<file path="config.mk">
export PLATFORM = sky130hd
export DESIGN_NAME = io_alarm_alert_monitor
export DESIGN_NICKNAME = d
export VERILOG_FILES = /design/src/include/alarm_mon_pkg.sv /design/src/include/port_link_if.sv /design/src/core/io_alarm_alert_monitor.sv /design/src/core/dwell_qual.sv /design/src/core/port_qual.sv
export VERILOG_INCLUDE_DIRS = /design/src /design/src/include
export SDC_FILE = /design/constraint.sdc
export NUM_CORES = 1
export LEC_CHECK = 0
export BUFFER_PORTS_ARGS = -buffer_cell sky130_fd_sc_hd__buf_2
export CAP_MARGIN = 20
export CORE_UTILIZATION = 45
export CTS_CLUSTER_DIAMETER = 200
export DETAILED_ROUTE_END_ITERATION = 8
export PLACE_DENSITY = 0.63
export SETUP_SLACK_MARGIN = 0.15
export SYNTH_ARGS = -nofsm -noshare
export SYNTH_HDL_FRONTEND = slang
export SYNTH_SLANG_ARGS = --single-unit
export TNS_END_PERCENT = 10
</file>
<file path="constraint.sdc">
create_clock -name clk_i -period 3 [get_ports clk_i]
set_input_delay 0.6 -clock clk_i [delete_from_list [all_inputs] [get_ports clk_i]]
set_output_delay 0.6 -clock clk_i [all_outputs]
set_load 0.03 [all_outputs]
</file>
<file path="src/include/alarm_mon_consts.svh">
// register map, field positions, reset values and timing constants
`ifndef ALARM_MON_CONSTS_SVH
`define ALARM_MON_CONSTS_SVH

// ------------------------------------------------------------
// register byte addresses
// ------------------------------------------------------------
`define ADDR_CFG 8'h00
`define ADDR_ALERT 8'h04
`define ADDR_SUPPLY 8'h08
`define ADDR_STATUS 8'h0C
`define PCFG_PAGE 4'h1
`define PCNT_PAGE 4'h2

// ------------------------------------------------------------
// field positions
// ------------------------------------------------------------
`define CFG_MODE 1:0
`define CFG_ALERT_SEL 3:2
`define CFG_TX_EN 4
`define PCFG_TRIP 15:0
`define PCFG_RISE 16
`define PCFG_PULSE 17
`define PCFG_WIDTH 31:24
`define SUP_LO_LIM 7:0
`define SUP_HI_LIM 15:8
`define SUP_LO_DWELL 23:16
`define SUP_HI_DWELL 31:24

// ------------------------------------------------------------
// reset values
// ------------------------------------------------------------
`define CFG_RST 32'h0000_0000
`define ALERT_RST 32'h0000_0000
`define SUPPLY_RST 32'h0101_0000
`define PCFG_RST 32'h0100_0000

// ------------------------------------------------------------
// timing and supply message source codes
// ------------------------------------------------------------
`define TICK_TIME_US 10000
`define CLK_FREQ_MHZ 125
`define SRC_LOW 3'h4
`define SRC_HIGH 3'h5

`endif

</file>
<file path="src/include/alarm_mon_pkg.sv">
// types shared by the alarm monitor modules
package alarm_mon_pkg;

  typedef enum logic [1:0] {
    MODE_SPONT_BASE,
    MODE_SPONT_OUT,
    MODE_EXT_OUT,
    MODE_EXT_BASE
  } mode_t;

  typedef enum logic [1:0] {
    ALERT_OFF,
    ALERT_HK,
    ALERT_IO,
    ALERT_BOTH
  } alert_sel_t;

endpackage

</file>
<file path="src/include/port_link_if.sv">
// configuration and status carried between the monitor and one port
`timescale 1ns/10ps
interface port_link_if;
  logic [15:0] trip;
  logic rise_sel;
  logic pulse_mode;
  logic [7:0] width;
  logic cnt_clr;
  logic alarm;
  logic [15:0] count;
  logic raise_ev;
  logic clear_ev;

  modport ctrl (
    output trip, rise_sel, pulse_mode, width, cnt_clr,
    input alarm, count, raise_ev, clear_ev
  );
  modport qual (
    input trip, rise_sel, pulse_mode, width, cnt_clr,
    output alarm, count, raise_ev, clear_ev
  );
endinterface

</file>
<file path="src/core/io_alarm_alert_monitor.sv">
// alarm monitor: four inputs, supply limits, alert latch, wishbone slave
`include "alarm_mon_consts.svh"
`timescale 1ns/10ps
module io_alarm_alert_monitor #(
  parameter int TICK_CYCLES = `TICK_TIME_US * `CLK_FREQ_MHZ
) (
  // clock and reset
  input wire logic clk_i,
  input wire logic rst_i,
  // wishbone slave
  input wire logic wb_cyc_i,
  input wire logic wb_stb_i,
  input wire logic wb_we_i,
  input wire logic [7:0] wb_adr_i,
  input wire logic [3:0] wb_sel_i,
  input wire logic [31:0] wb_dat_i,
  output logic [31:0] wb_dat_o,
  output logic wb_ack_o,
  // monitored lines
  input wire logic [3:0] din_i,
  input wire logic [7:0] supply_i,
  input wire logic rf_link_lost_i,
  // alarm message transmitter
  output logic msg_valid_o,
  input wire logic msg_ready_i,
  output logic [2:0] msg_src_o,
  output logic msg_raise_o,
  // alert pin
  output logic alert_o
);
  // ------------------------------------------------------------
  // tick divider
  // ------------------------------------------------------------
  logic [31:0] div_ff;
  logic tick_ff;

  always_ff @(posedge clk_i) begin
    if (rst_i) begin
      div_ff <= 32'h0000_0000;
      tick_ff <= 1'b0;
    end else begin
      tick_ff <= (div_ff == 32'(TICK_CYCLES - 1));
      div_ff <= (div_ff == 32'(TICK_CYCLES - 1)) ? 32'h0000_0000 :
                div_ff + 32'h0000_0001;
    end
  end

  // ------------------------------------------------------------
  // bus decode
  // ------------------------------------------------------------
  logic ack_ff;
  logic [31:0] rdat_ff;
  logic [31:0] rdat;
  logic [31:0] cfg_ff;
  logic [31:0] alert_cfg_ff;
  logic [31:0] supply_cfg_ff;
  logic [31:0] pcfg_ff [4];
  logic [3:0] port_alarm;
  logic [15:0] port_count [4];
  logic [5:0] raise_v;
  logic [5:0] clear_v;
  logic sup_lo_alarm;
  logic sup_hi_alarm;
  logic [5:0] pend_ff;
  logic [5:0] kind_ff;
  logic alert_ff;

  wire req = wb_cyc_i && wb_stb_i && !ack_ff;
  wire wr = req && wb_we_i;
  wire rd = req && !wb_we_i;
  wire [1:0] idx = wb_adr_i[3:2];
  wire hit_cfg = (wb_adr_i == `ADDR_CFG);
  wire hit_alert = (wb_adr_i == `ADDR_ALERT);
  wire hit_supply = (wb_adr_i == `ADDR_SUPPLY);
  wire hit_status = (wb_adr_i == `ADDR_STATUS);
  wire hit_pcfg = (wb_adr_i[7:4] == `PCFG_PAGE) && (wb_adr_i[1:0] == 2'h0);
  wire hit_pcnt = (wb_adr_i[7:4] == `PCNT_PAGE) && (wb_adr_i[1:0] == 2'h0);

  function automatic logic [31:0] merge(input logic [31:0] old,
                                        input logic [31:0] val,
                                        input logic [3:0] sel);
    logic [31:0] res;
    res = old;
    for (int b = 0; b < 4; b++) begin
      if (sel[b]) begin
        res[b*8 +: 8] = val[b*8 +: 8];
      end
    end
    return res;
  endfunction

  // ------------------------------------------------------------
  // mode and configuration
  // ------------------------------------------------------------
  wire alarm_mon_pkg::mode_t mode = alarm_mon_pkg::mode_t'(cfg_ff[`CFG_MODE]);
  wire alarm_mon_pkg::alert_sel_t alert_sel =
    alarm_mon_pkg::alert_sel_t'(cfg_ff[`CFG_ALERT_SEL]);
  wire tx_en = cfg_ff[`CFG_TX_EN];
  wire hk_allowed = (mode != alarm_mon_pkg::MODE_EXT_BASE);
  // pulse counting only in extended mode
  wire ext_mode = (mode == alarm_mon_pkg::MODE_EXT_OUT) ||
                  (mode == alarm_mon_pkg::MODE_EXT_BASE);

  always_ff @(posedge clk_i) begin
    if (rst_i) begin
      cfg_ff <= `CFG_RST;
      alert_cfg_ff <= `ALERT_RST;
      supply_cfg_ff <= `SUPPLY_RST;
    end else if (wr) begin
      if (hit_cfg) begin
        cfg_ff <= merge(cfg_ff, wb_dat_i, wb_sel_i) & 32'h0000_001F;
      end else if (hit_alert) begin
        alert_cfg_ff <= merge(alert_cfg_ff, wb_dat_i, wb_sel_i) &
                        32'h0000_FFFF;
      end else if (hit_supply) begin
        supply_cfg_ff <= merge(supply_cfg_ff, wb_dat_i, wb_sel_i);
      end
    end
  end

  // ------------------------------------------------------------
  // digital input ports
  // ------------------------------------------------------------
  port_link_if plink [4] ();

  for (genvar p = 0; p < 4; p++) begin : g_port
    always_ff @(posedge clk_i) begin
      if (rst_i) begin
        pcfg_ff[p] <= `PCFG_RST;
      end else if (wr && hit_pcfg && idx == 2'(p)) begin
        pcfg_ff[p] <= merge(pcfg_ff[p], wb_dat_i, wb_sel_i) &
                      32'hFF03_FFFF;
      end
    end

    assign plink[p].trip = pcfg_ff[p][`PCFG_TRIP];
    assign plink[p].rise_sel = pcfg_ff[p][`PCFG_RISE];
    assign plink[p].pulse_mode = pcfg_ff[p][`PCFG_PULSE] && ext_mode;
    assign plink[p].width = pcfg_ff[p][`PCFG_WIDTH];
    assign plink[p].cnt_clr = rd && hit_pcnt && idx == 2'(p);
    assign port_alarm[p] = plink[p].alarm;
    assign port_count[p] = plink[p].count;
    assign raise_v[p] = plink[p].raise_ev;
    assign clear_v[p] = plink[p].clear_ev;

    port_qual u_port (
      .clk_i(clk_i),
      .rst_i(rst_i),
      .tick_i(tick_ff),
      .din_i(din_i[p]),
      .pif(plink[p])
    );
  end

  // ------------------------------------------------------------
  // supply limits
  // ------------------------------------------------------------
  // zero limit disables check
  wire lo_en = hk_allowed && (supply_cfg_ff[`SUP_LO_LIM] != 8'h00);
  wire hi_en = hk_allowed && (supply_cfg_ff[`SUP_HI_LIM] != 8'h00);
  wire lo_cond = supply_i < supply_cfg_ff[`SUP_LO_LIM];
  wire hi_cond = supply_i > supply_cfg_ff[`SUP_HI_LIM];

  dwell_qual u_sup_lo (
    .clk_i(clk_i),
    .rst_i(rst_i),
    .tick_i(tick_ff),
    .en_i(lo_en),
    .cond_i(lo_cond),
    .dwell_i(supply_cfg_ff[`SUP_LO_DWELL]),
    .alarm_o(sup_lo_alarm),
    .raise_o(raise_v[4]),
    .clear_o(clear_v[4])
  );

  dwell_qual u_sup_hi (
    .clk_i(clk_i),
    .rst_i(rst_i),
    .tick_i(tick_ff),
    .en_i(hi_en),
    .cond_i(hi_cond),
    .dwell_i(supply_cfg_ff[`SUP_HI_DWELL]),
    .alarm_o(sup_hi_alarm),
    .raise_o(raise_v[5]),
    .clear_o(clear_v[5])
  );

  // ------------------------------------------------------------
  // alert latch
  // ------------------------------------------------------------
  logic [15:0] alert_cnt_ff;
  logic src_ff;
  logic [15:0] nxt_alert_cnt;
  wire hk_alarm = rf_link_lost_i || sup_lo_alarm || sup_hi_alarm;
  wire io_alarm = |port_alarm;
  wire use_hk = (alert_sel == alarm_mon_pkg::ALERT_HK) ||
                (alert_sel == alarm_mon_pkg::ALERT_BOTH);
  wire use_io = (alert_sel == alarm_mon_pkg::ALERT_IO) ||
                (alert_sel == alarm_mon_pkg::ALERT_BOTH);
  wire alert_src = hk_allowed &&
                   ((use_hk && hk_alarm) || (use_io && io_alarm));

  always_comb begin
    nxt_alert_cnt = alert_cnt_ff;
    if (!hk_allowed) begin
      nxt_alert_cnt = 16'h0000;
    end else if (alert_src && !src_ff) begin
      nxt_alert_cnt = alert_cfg_ff[15:0];
    end else if (tick_ff && alert_cnt_ff != 16'h0000) begin
      nxt_alert_cnt = alert_cnt_ff - 16'h0001;
    end
  end

  always_ff @(posedge clk_i) begin
    if (rst_i) begin
      alert_cnt_ff <= 16'h0000;
      src_ff <= 1'b0;
      alert_ff <= 1'b0;
    end else begin
      alert_cnt_ff <= nxt_alert_cnt;
      src_ff <= alert_src;
      alert_ff <= (nxt_alert_cnt != 16'h0000);
    end
  end

  assign alert_o = alert_ff;

  // ------------------------------------------------------------
  // alarm messages
  // ------------------------------------------------------------
  logic out_valid_ff;
  logic [2:0] out_src_ff;
  logic out_raise_ff;
  logic [5:0] nxt_pend;
  logic [5:0] nxt_kind;
  logic [5:0] take;
  logic [2:0] take_src;

  wire load = !out_valid_ff || msg_ready_i;
  wire [5:0] ev = (raise_v | clear_v) & {6{tx_en}};

  // lowest pending source goes first; a new event beats its own take
  always_comb begin
    take = 6'h00;
    take_src = 3'h0;
    for (int i = 5; i >= 0; i--) begin
      if (pend_ff[i]) begin
        take = 6'h01 << i;
        take_src = 3'(i);
      end
    end
    if (!load) begin
      take = 6'h00;
    end
    nxt_pend = (pend_ff & ~take) | ev;
    nxt_kind = (kind_ff & ~ev) | (raise_v & ev);
  end

  always_ff @(posedge clk_i) begin
    if (rst_i) begin
      pend_ff <= 6'h00;
      kind_ff <= 6'h00;
      out_valid_ff <= 1'b0;
      out_src_ff <= 3'h0;
      out_raise_ff <= 1'b0;
    end else begin
      pend_ff <= nxt_pend;
      kind_ff <= nxt_kind;
      if (load) begin
        out_valid_ff <= |pend_ff;
        out_src_ff <= take_src;
        out_raise_ff <= |(kind_ff & take);
      end
    end
  end

  assign msg_valid_o = out_valid_ff;
  assign msg_src_o = out_src_ff;
  assign msg_raise_o = out_raise_ff;

  // ------------------------------------------------------------
  // read data and acknowledge
  // ------------------------------------------------------------
  always_comb begin
    rdat = 32'h0000_0000;
    if (hit_cfg) begin
      rdat = cfg_ff;
    end else if (hit_alert) begin
      rdat = alert_cfg_ff;
    end else if (hit_supply) begin
      rdat = supply_cfg_ff;
    end else if (hit_status) begin
      rdat = {23'h000000, |pend_ff, rf_link_lost_i, alert_ff,
              sup_hi_alarm, sup_lo_alarm, port_alarm};
    end else if (hit_pcfg) begin
      rdat = pcfg_ff[idx];
    end else if (hit_pcnt) begin
      rdat = {16'h0000, port_count[idx]};
    end
  end

  always_ff @(posedge clk_i) begin
    if (rst_i) begin
      ack_ff <= 1'b0;
      rdat_ff <= 32'h0000_0000;
    end else begin
      ack_ff <= req;
      if (rd) begin
        rdat_ff <= rdat;
      end
    end
  end

  assign wb_ack_o = ack_ff;
  assign wb_dat_o = rdat_ff;
endmodule

</file>
<file path="src/core/dwell_qual.sv">
// dwell-time qualifier for one supply limit
`timescale 1ns/10ps
module dwell_qual (
  // clock and reset
  input wire logic clk_i,
  input wire logic rst_i,
  input wire logic tick_i,
  // condition
  input wire logic en_i,
  input wire logic cond_i,
  input wire logic [7:0] dwell_i,
  // result
  output logic alarm_o,
  output logic raise_o,
  output logic clear_o
);
  logic alarm_ff;
  logic [8:0] tmr_ff;
  logic [8:0] nxt_tmr;
  wire change = en_i && (cond_i != alarm_ff);
  wire done = change && (tmr_ff > {1'b0, dwell_i});

  always_comb begin
    nxt_tmr = tmr_ff;
    if (!change || done) begin
      nxt_tmr = 9'h000;
    end else if (tick_i && tmr_ff != 9'h1FF) begin
      nxt_tmr = tmr_ff + 9'h001;
    end
  end

  always_ff @(posedge clk_i) begin
    if (rst_i || !en_i) begin
      alarm_ff <= 1'b0;
    end else if (done) begin
      alarm_ff <= ~alarm_ff;
    end
  end

  always_ff @(posedge clk_i) begin
    if (rst_i) begin
      tmr_ff <= 9'h000;
    end else begin
      tmr_ff <= nxt_tmr;
    end
  end

  assign alarm_o = alarm_ff;
  assign raise_o = done && !alarm_ff;
  assign clear_o = done && alarm_ff;
endmodule

</file>
<file path="src/core/port_qual.sv">
// one digital input: level alarm with dwell, or pulse counter
`timescale 1ns/10ps
module port_qual (
  // clock and reset
  input wire logic clk_i,
  input wire logic rst_i,
  input wire logic tick_i,
  // input line
  input wire logic din_i,
  // monitor side
  port_link_if.qual pif
);
  logic lvl_alarm_ff;
  logic [8:0] tmr_ff;
  logic [8:0] nxt_tmr;
  logic act_ff;
  logic [8:0] wcnt_ff;
  logic [15:0] cnt_ff;
  logic [15:0] nxt_cnt;
  logic pul_alarm_ff;

  wire active = pif.rise_sel ? din_i : ~din_i;
  wire armed = (pif.trip != 16'h0000);
  wire level = !pif.pulse_mode;
  wire change = level && armed && (active != lvl_alarm_ff);
  wire done = change && (tmr_ff > {1'b0, pif.width});

  always_comb begin
    nxt_tmr = tmr_ff;
    if (!change || done) begin
      nxt_tmr = 9'h000;
    end else if (tick_i && tmr_ff != 9'h1FF) begin
      nxt_tmr = tmr_ff + 9'h001;
    end
  end

  always_ff @(posedge clk_i) begin
    if (rst_i || !level || !armed) begin
      lvl_alarm_ff <= 1'b0;
    end else if (done) begin
      lvl_alarm_ff <= ~lvl_alarm_ff;
    end
  end

  always_ff @(posedge clk_i) begin
    if (rst_i) begin
      tmr_ff <= 9'h000;
    end else begin
      tmr_ff <= nxt_tmr;
    end
  end

  wire accept = pif.pulse_mode && act_ff && !active &&
                (wcnt_ff >= {1'b0, pif.width});

  always_comb begin
    nxt_cnt = cnt_ff;
    if (pif.cnt_clr) begin
      nxt_cnt = accept ? 16'h0001 : 16'h0000;
    end else if (accept && cnt_ff != 16'hFFFF) begin
      nxt_cnt = cnt_ff + 16'h0001;
    end
  end

  always_ff @(posedge clk_i) begin
    if (rst_i) begin
      act_ff <= 1'b0;
      wcnt_ff <= 9'h000;
      cnt_ff <= 16'h0000;
    end else begin
      act_ff <= active;
      cnt_ff <= nxt_cnt;
      if (!active) begin
        wcnt_ff <= 9'h000;
      end else if (tick_i && wcnt_ff != 9'h1FF) begin
        wcnt_ff <= wcnt_ff + 9'h001;
      end
    end
  end

  wire pul_alarm = pif.pulse_mode && armed && (cnt_ff >= pif.trip);

  always_ff @(posedge clk_i) begin
    if (rst_i) begin
      pul_alarm_ff <= 1'b0;
    end else begin
      pul_alarm_ff <= pul_alarm;
    end
  end

  assign pif.alarm = level ? lvl_alarm_ff : pul_alarm;
  assign pif.count = cnt_ff;
  assign pif.raise_ev = (done && !lvl_alarm_ff) ||
                        (pul_alarm && !pul_alarm_ff);
  assign pif.clear_ev = done && lvl_alarm_ff;
endmodule

</file>
==> impl_metrics.env <==
export IMPL_status="complete, but fails checks"
export IMPL_violations="setup timing"
export IMPL_crit_fanout=8
export IMPL_p_clk_share_pct=46.4
export IMPL_grt_max_degree=74
export IMPL_hold_path_class="primary input to flop"
export IMPL_path_class="flop to flop"
export IMPL_fin_util_pct=54.6
export IMPL_clock_skew_ns=0.0346
export IMPL_cts_sinks=426
export IMPL_clk_pin_slew_ns=0.06
export IMPL_coreArea_sq_mm=0.0516
export IMPL_dr_pass1_iters=6
export IMPL_dieArea_sq_mm=0.0536
export IMPL_ys_warn_count=0
export IMPL_synth_area_sq_mm=0.0237
export IMPL_hpwl_um=56700
export IMPL_cap_viol_max_count=0
export IMPL_ir_worst_vdd_uv=479
export IMPL_cp_cell_sequence="nor4_1 > buf_4 > nand4_1 > mux2i_2 > a21oi_2 > a2111oi_2 > buf_4 > a211o_1 > nand2b_4 > buf_12 > mux2i_1 > nor2_1"
export IMPL_tns_ns=-0.930
export IMPL_drt_iter0_drc=1933
export IMPL_drt_total_wl_um=73100
export IMPL_tightest_slew_ns=0.780
export IMPL_std_cell_rows=83
export IMPL_fmax_mhz=323
export IMPL_gp_congestion=0.948
export IMPL_synth_area_per_cell_sq_um=9.00
export IMPL_antenna_found_initial=1
export IMPL_cts_tree="built"
export IMPL_ys_seq_area_share_pct=40.4
export IMPL_io_pins=102
export IMPL_setup_viol=15
export IMPL_cp_required_ns=3.46
export IMPL_wl_per_cell_um=20.3
export IMPL_powerDensity_mw_per_mm2=447
export IMPL_drv_slew=0
export IMPL_p_sw_mw=3.04
export IMPL_die_y_um=231
export IMPL_numPortBuffers=101
export IMPL_cts_buffers=49
export IMPL_synthToLayoutAreaGrowth_pct=19.0
export IMPL_synth_cells=2632
export IMPL_nFillCells=4582
export IMPL_hold_depth=3
export IMPL_dieWidth_um=231
export IMPL_p_comb_share_pct=6.0
export IMPL_final_common_cell="dfxtp_1"
export IMPL_cp_depth=12
export IMPL_htree_levels=2
export IMPL_num_vias=20900
export IMPL_finalHoldViolCount=0
export IMPL_seqPwrFrac_pct=47.7
export IMPL_start_util_pct=45.9
export IMPL_clockBufferDepth=3
export IMPL_synth_edf_count=104
export IMPL_detail_route_antenna_nets=0
export IMPL_synth_nets=2881
export IMPL_synth_cell_type_count=66
export IMPL_path_buf_inv=3
export IMPL_intPower_mw=9.57
export IMPL_synthArstFlopShare_pct=0
export IMPL_drive_gt1_share_pct=16.5
export IMPL_viasPerCell=5.81
export IMPL_grt_pass1_vias=20300
export IMPL_pre_cts_ws_ns=-0.452
export IMPL_relSlewSlack_pct=47.5
export IMPL_cp_end_kind="flop"
export IMPL_layout_min_cycle_time_ns=3.10
export IMPL_path_common_cell="buf_4"
export IMPL_period_share_pct=103
export IMPL_grt_ovfl_total=0
export IMPL_final_cell_mix="dfxtp_1, nor2_1, nand2_1, buf_4, ha_1"
export IMPL_reg2reg_depth=12
export IMPL_rsz0062_at_grt="true"
export IMPL_p_sw_share_pct=24.1
export IMPL_arrival_ns=3.56
export IMPL_nets=3132
export IMPL_grt_usage_pct=27.3
export IMPL_worst_setup_path_start_kind="flop"
export IMPL_crit_family="simple AND/OR/NAND/NOR gates"
export IMPL_clock_latency_ns=0.61
export IMPL_slowest_delay_ns=0.47
export IMPL_slowest_stage="edfxtp_1"
export IMPL_ys_flop_type="dfxtp_1"
export IMPL_power_leakage_nw=11.5
export IMPL_drc_errors=0
export IMPL_synth_seq_cells=426
export IMPL_grt_pass1_wl_um=113000
export IMPL_root_buffer="clkbuf_16"
export IMPL_fin_ws_ns=-0.101
-- path summary, 6_finish.rpt --
| check | from | endpoint | slack (ns) |
|---|---|---|---|
| worst min register to register | flop | flop | 0.45 |
| worst max register to register | pcfg_ff[3][9] | alert_cnt_ff[1] | -0.10 |
| worst min-delay path | wb_dat_i[20] | supply_cfg_ff[20] | 0.24 |
| worst max-delay path | pcfg_ff[3][9] | alert_cnt_ff[1] | -0.10 |
-- logic make-up after synthesis --
family	Yosys count	synth area share, %
XOR/XNOR	143	5.29
buffers and inverters	272	4.37
flip-flops	426	40.4
AO/OA/AOI/OAI	391	9.96
multiplexers	106	6.72
adder cells (fa/ha/maj)	186	9.83
AND/OR/NAND/NOR	1108	23.4
-- sequential cells by signal (all words and copies together) (netlist names), 3 cells and up, named ones only --
name	cells
supply_cfg_ff	32
g_port.u_port.pul_alarm_ff	4
u_sup_lo.tmr_ff	9
g_port.u_port.tmr_ff	36
pend_ff	6
alert_cnt_ff	16
g_port.u_port.wcnt_ff	36
g_port.u_port.pif.count	64
u_sup_hi.tmr_ff	9
msg_src_o	3
div_ff	32
g_port.u_port.act_ff	4
alert_cfg_ff	16
pcfg_ff	104
wb_dat_o	32
g_port.u_port.lvl_alarm_ff	4
cfg_ff	5
-- layout make-up --
type / count / area, sq um / area share, %
Clock inverter: 16 / 129 / 0.457
Antenna cell: 2 / 5.00 / 0.0178
Sequential cell: 426 / 9570 / 33.9
Clock buffer: 75 / 1410 / 5.01
Multi-Input combinational cell: 1934 / 13300 / 47.2
Inverter: 161 / 604 / 2.14
Tap cell: 680 / 851 / 3.02
Timing Repair Buffer: 311 / 2310 / 8.18
-- power groups by stage --
stage | clock network, mW | logic [mW] | registers, mW
finish | 5.84 | 0.755 | 6.01
global route | 6.15 | 0.812 | 6.01
CTS | 5.92 | 0.740 | 6.01
detailed placement | 0 | 0.733 | 6.13
global placement | 0 | 0.715 | 6.13
floorplan | 0 | 0.373 | 6.12
-- worst register-to-register path: stages (launching register included) --
cell and delay (ns):
edfxtp_1 0.47, nor4_1 0.44, buf_4 0.19, nand4_1 0.19
mux2i_2 0.33, a21oi_2 0.10, a2111oi_2 0.35, buf_4 0.17
a211o_1 0.17, nand2b_4 0.15, buf_12 0.14, mux2i_1 0.18
nor2_1 0.06
-- layer usage --
layer	vias to the layer above	wire length, um	GRT usage (%)
met4	2	2710	10.1
met1	10100	31000	35.9
li1	9858	-	-
met2	813	33900	45.2
met5	-	10	0
met3	174	5500	4.02
-- through the flow --
step	total power [mW]	std cells	hold slack [ns]	cell area, sq um
2_1_floorplan	6.50	2632	0.422	23700
3_5_place_dp	6.86	3500	0.435	26300
4_1_cts	12.7	3598	0.224	28000
6_report	12.6	3605	0.243	28200
5_1_grt	13.0	3603	0.248	28200
3_3_place_gp	6.84	3500	0.436	26300
-- synth_stat cells (all sizes together), types with 22 or more instances --
master	number	area, sq um
xor2	91	797
mux4	42	946
nand2	218	818
o21ai	85	425
nor2b	22	138
nand2b	27	169
a21oi	172	861
mux2i	60	601
edfxtp	104	3120
xnor2	52	455
and3	44	275
nor3	52	282
nand4	80	500
nand3	109	546
dfxtp	322	6450
clkbuf	93	349
and2	112	701
nor2	300	1130
inv	161	604
or3	44	275
nor4	42	263
ha	186	2330
-- repair_timing --
action,in CTS,in global routing
gates resized for setup,21,23
cloned,0,0
setup buffers,7,5
pin swaps,9,11
endpoints found under the hold margin,0,0
hold buffers,0,0
endpoints found under the setup margin,18,36
Power figures use the tool's default switching activity.
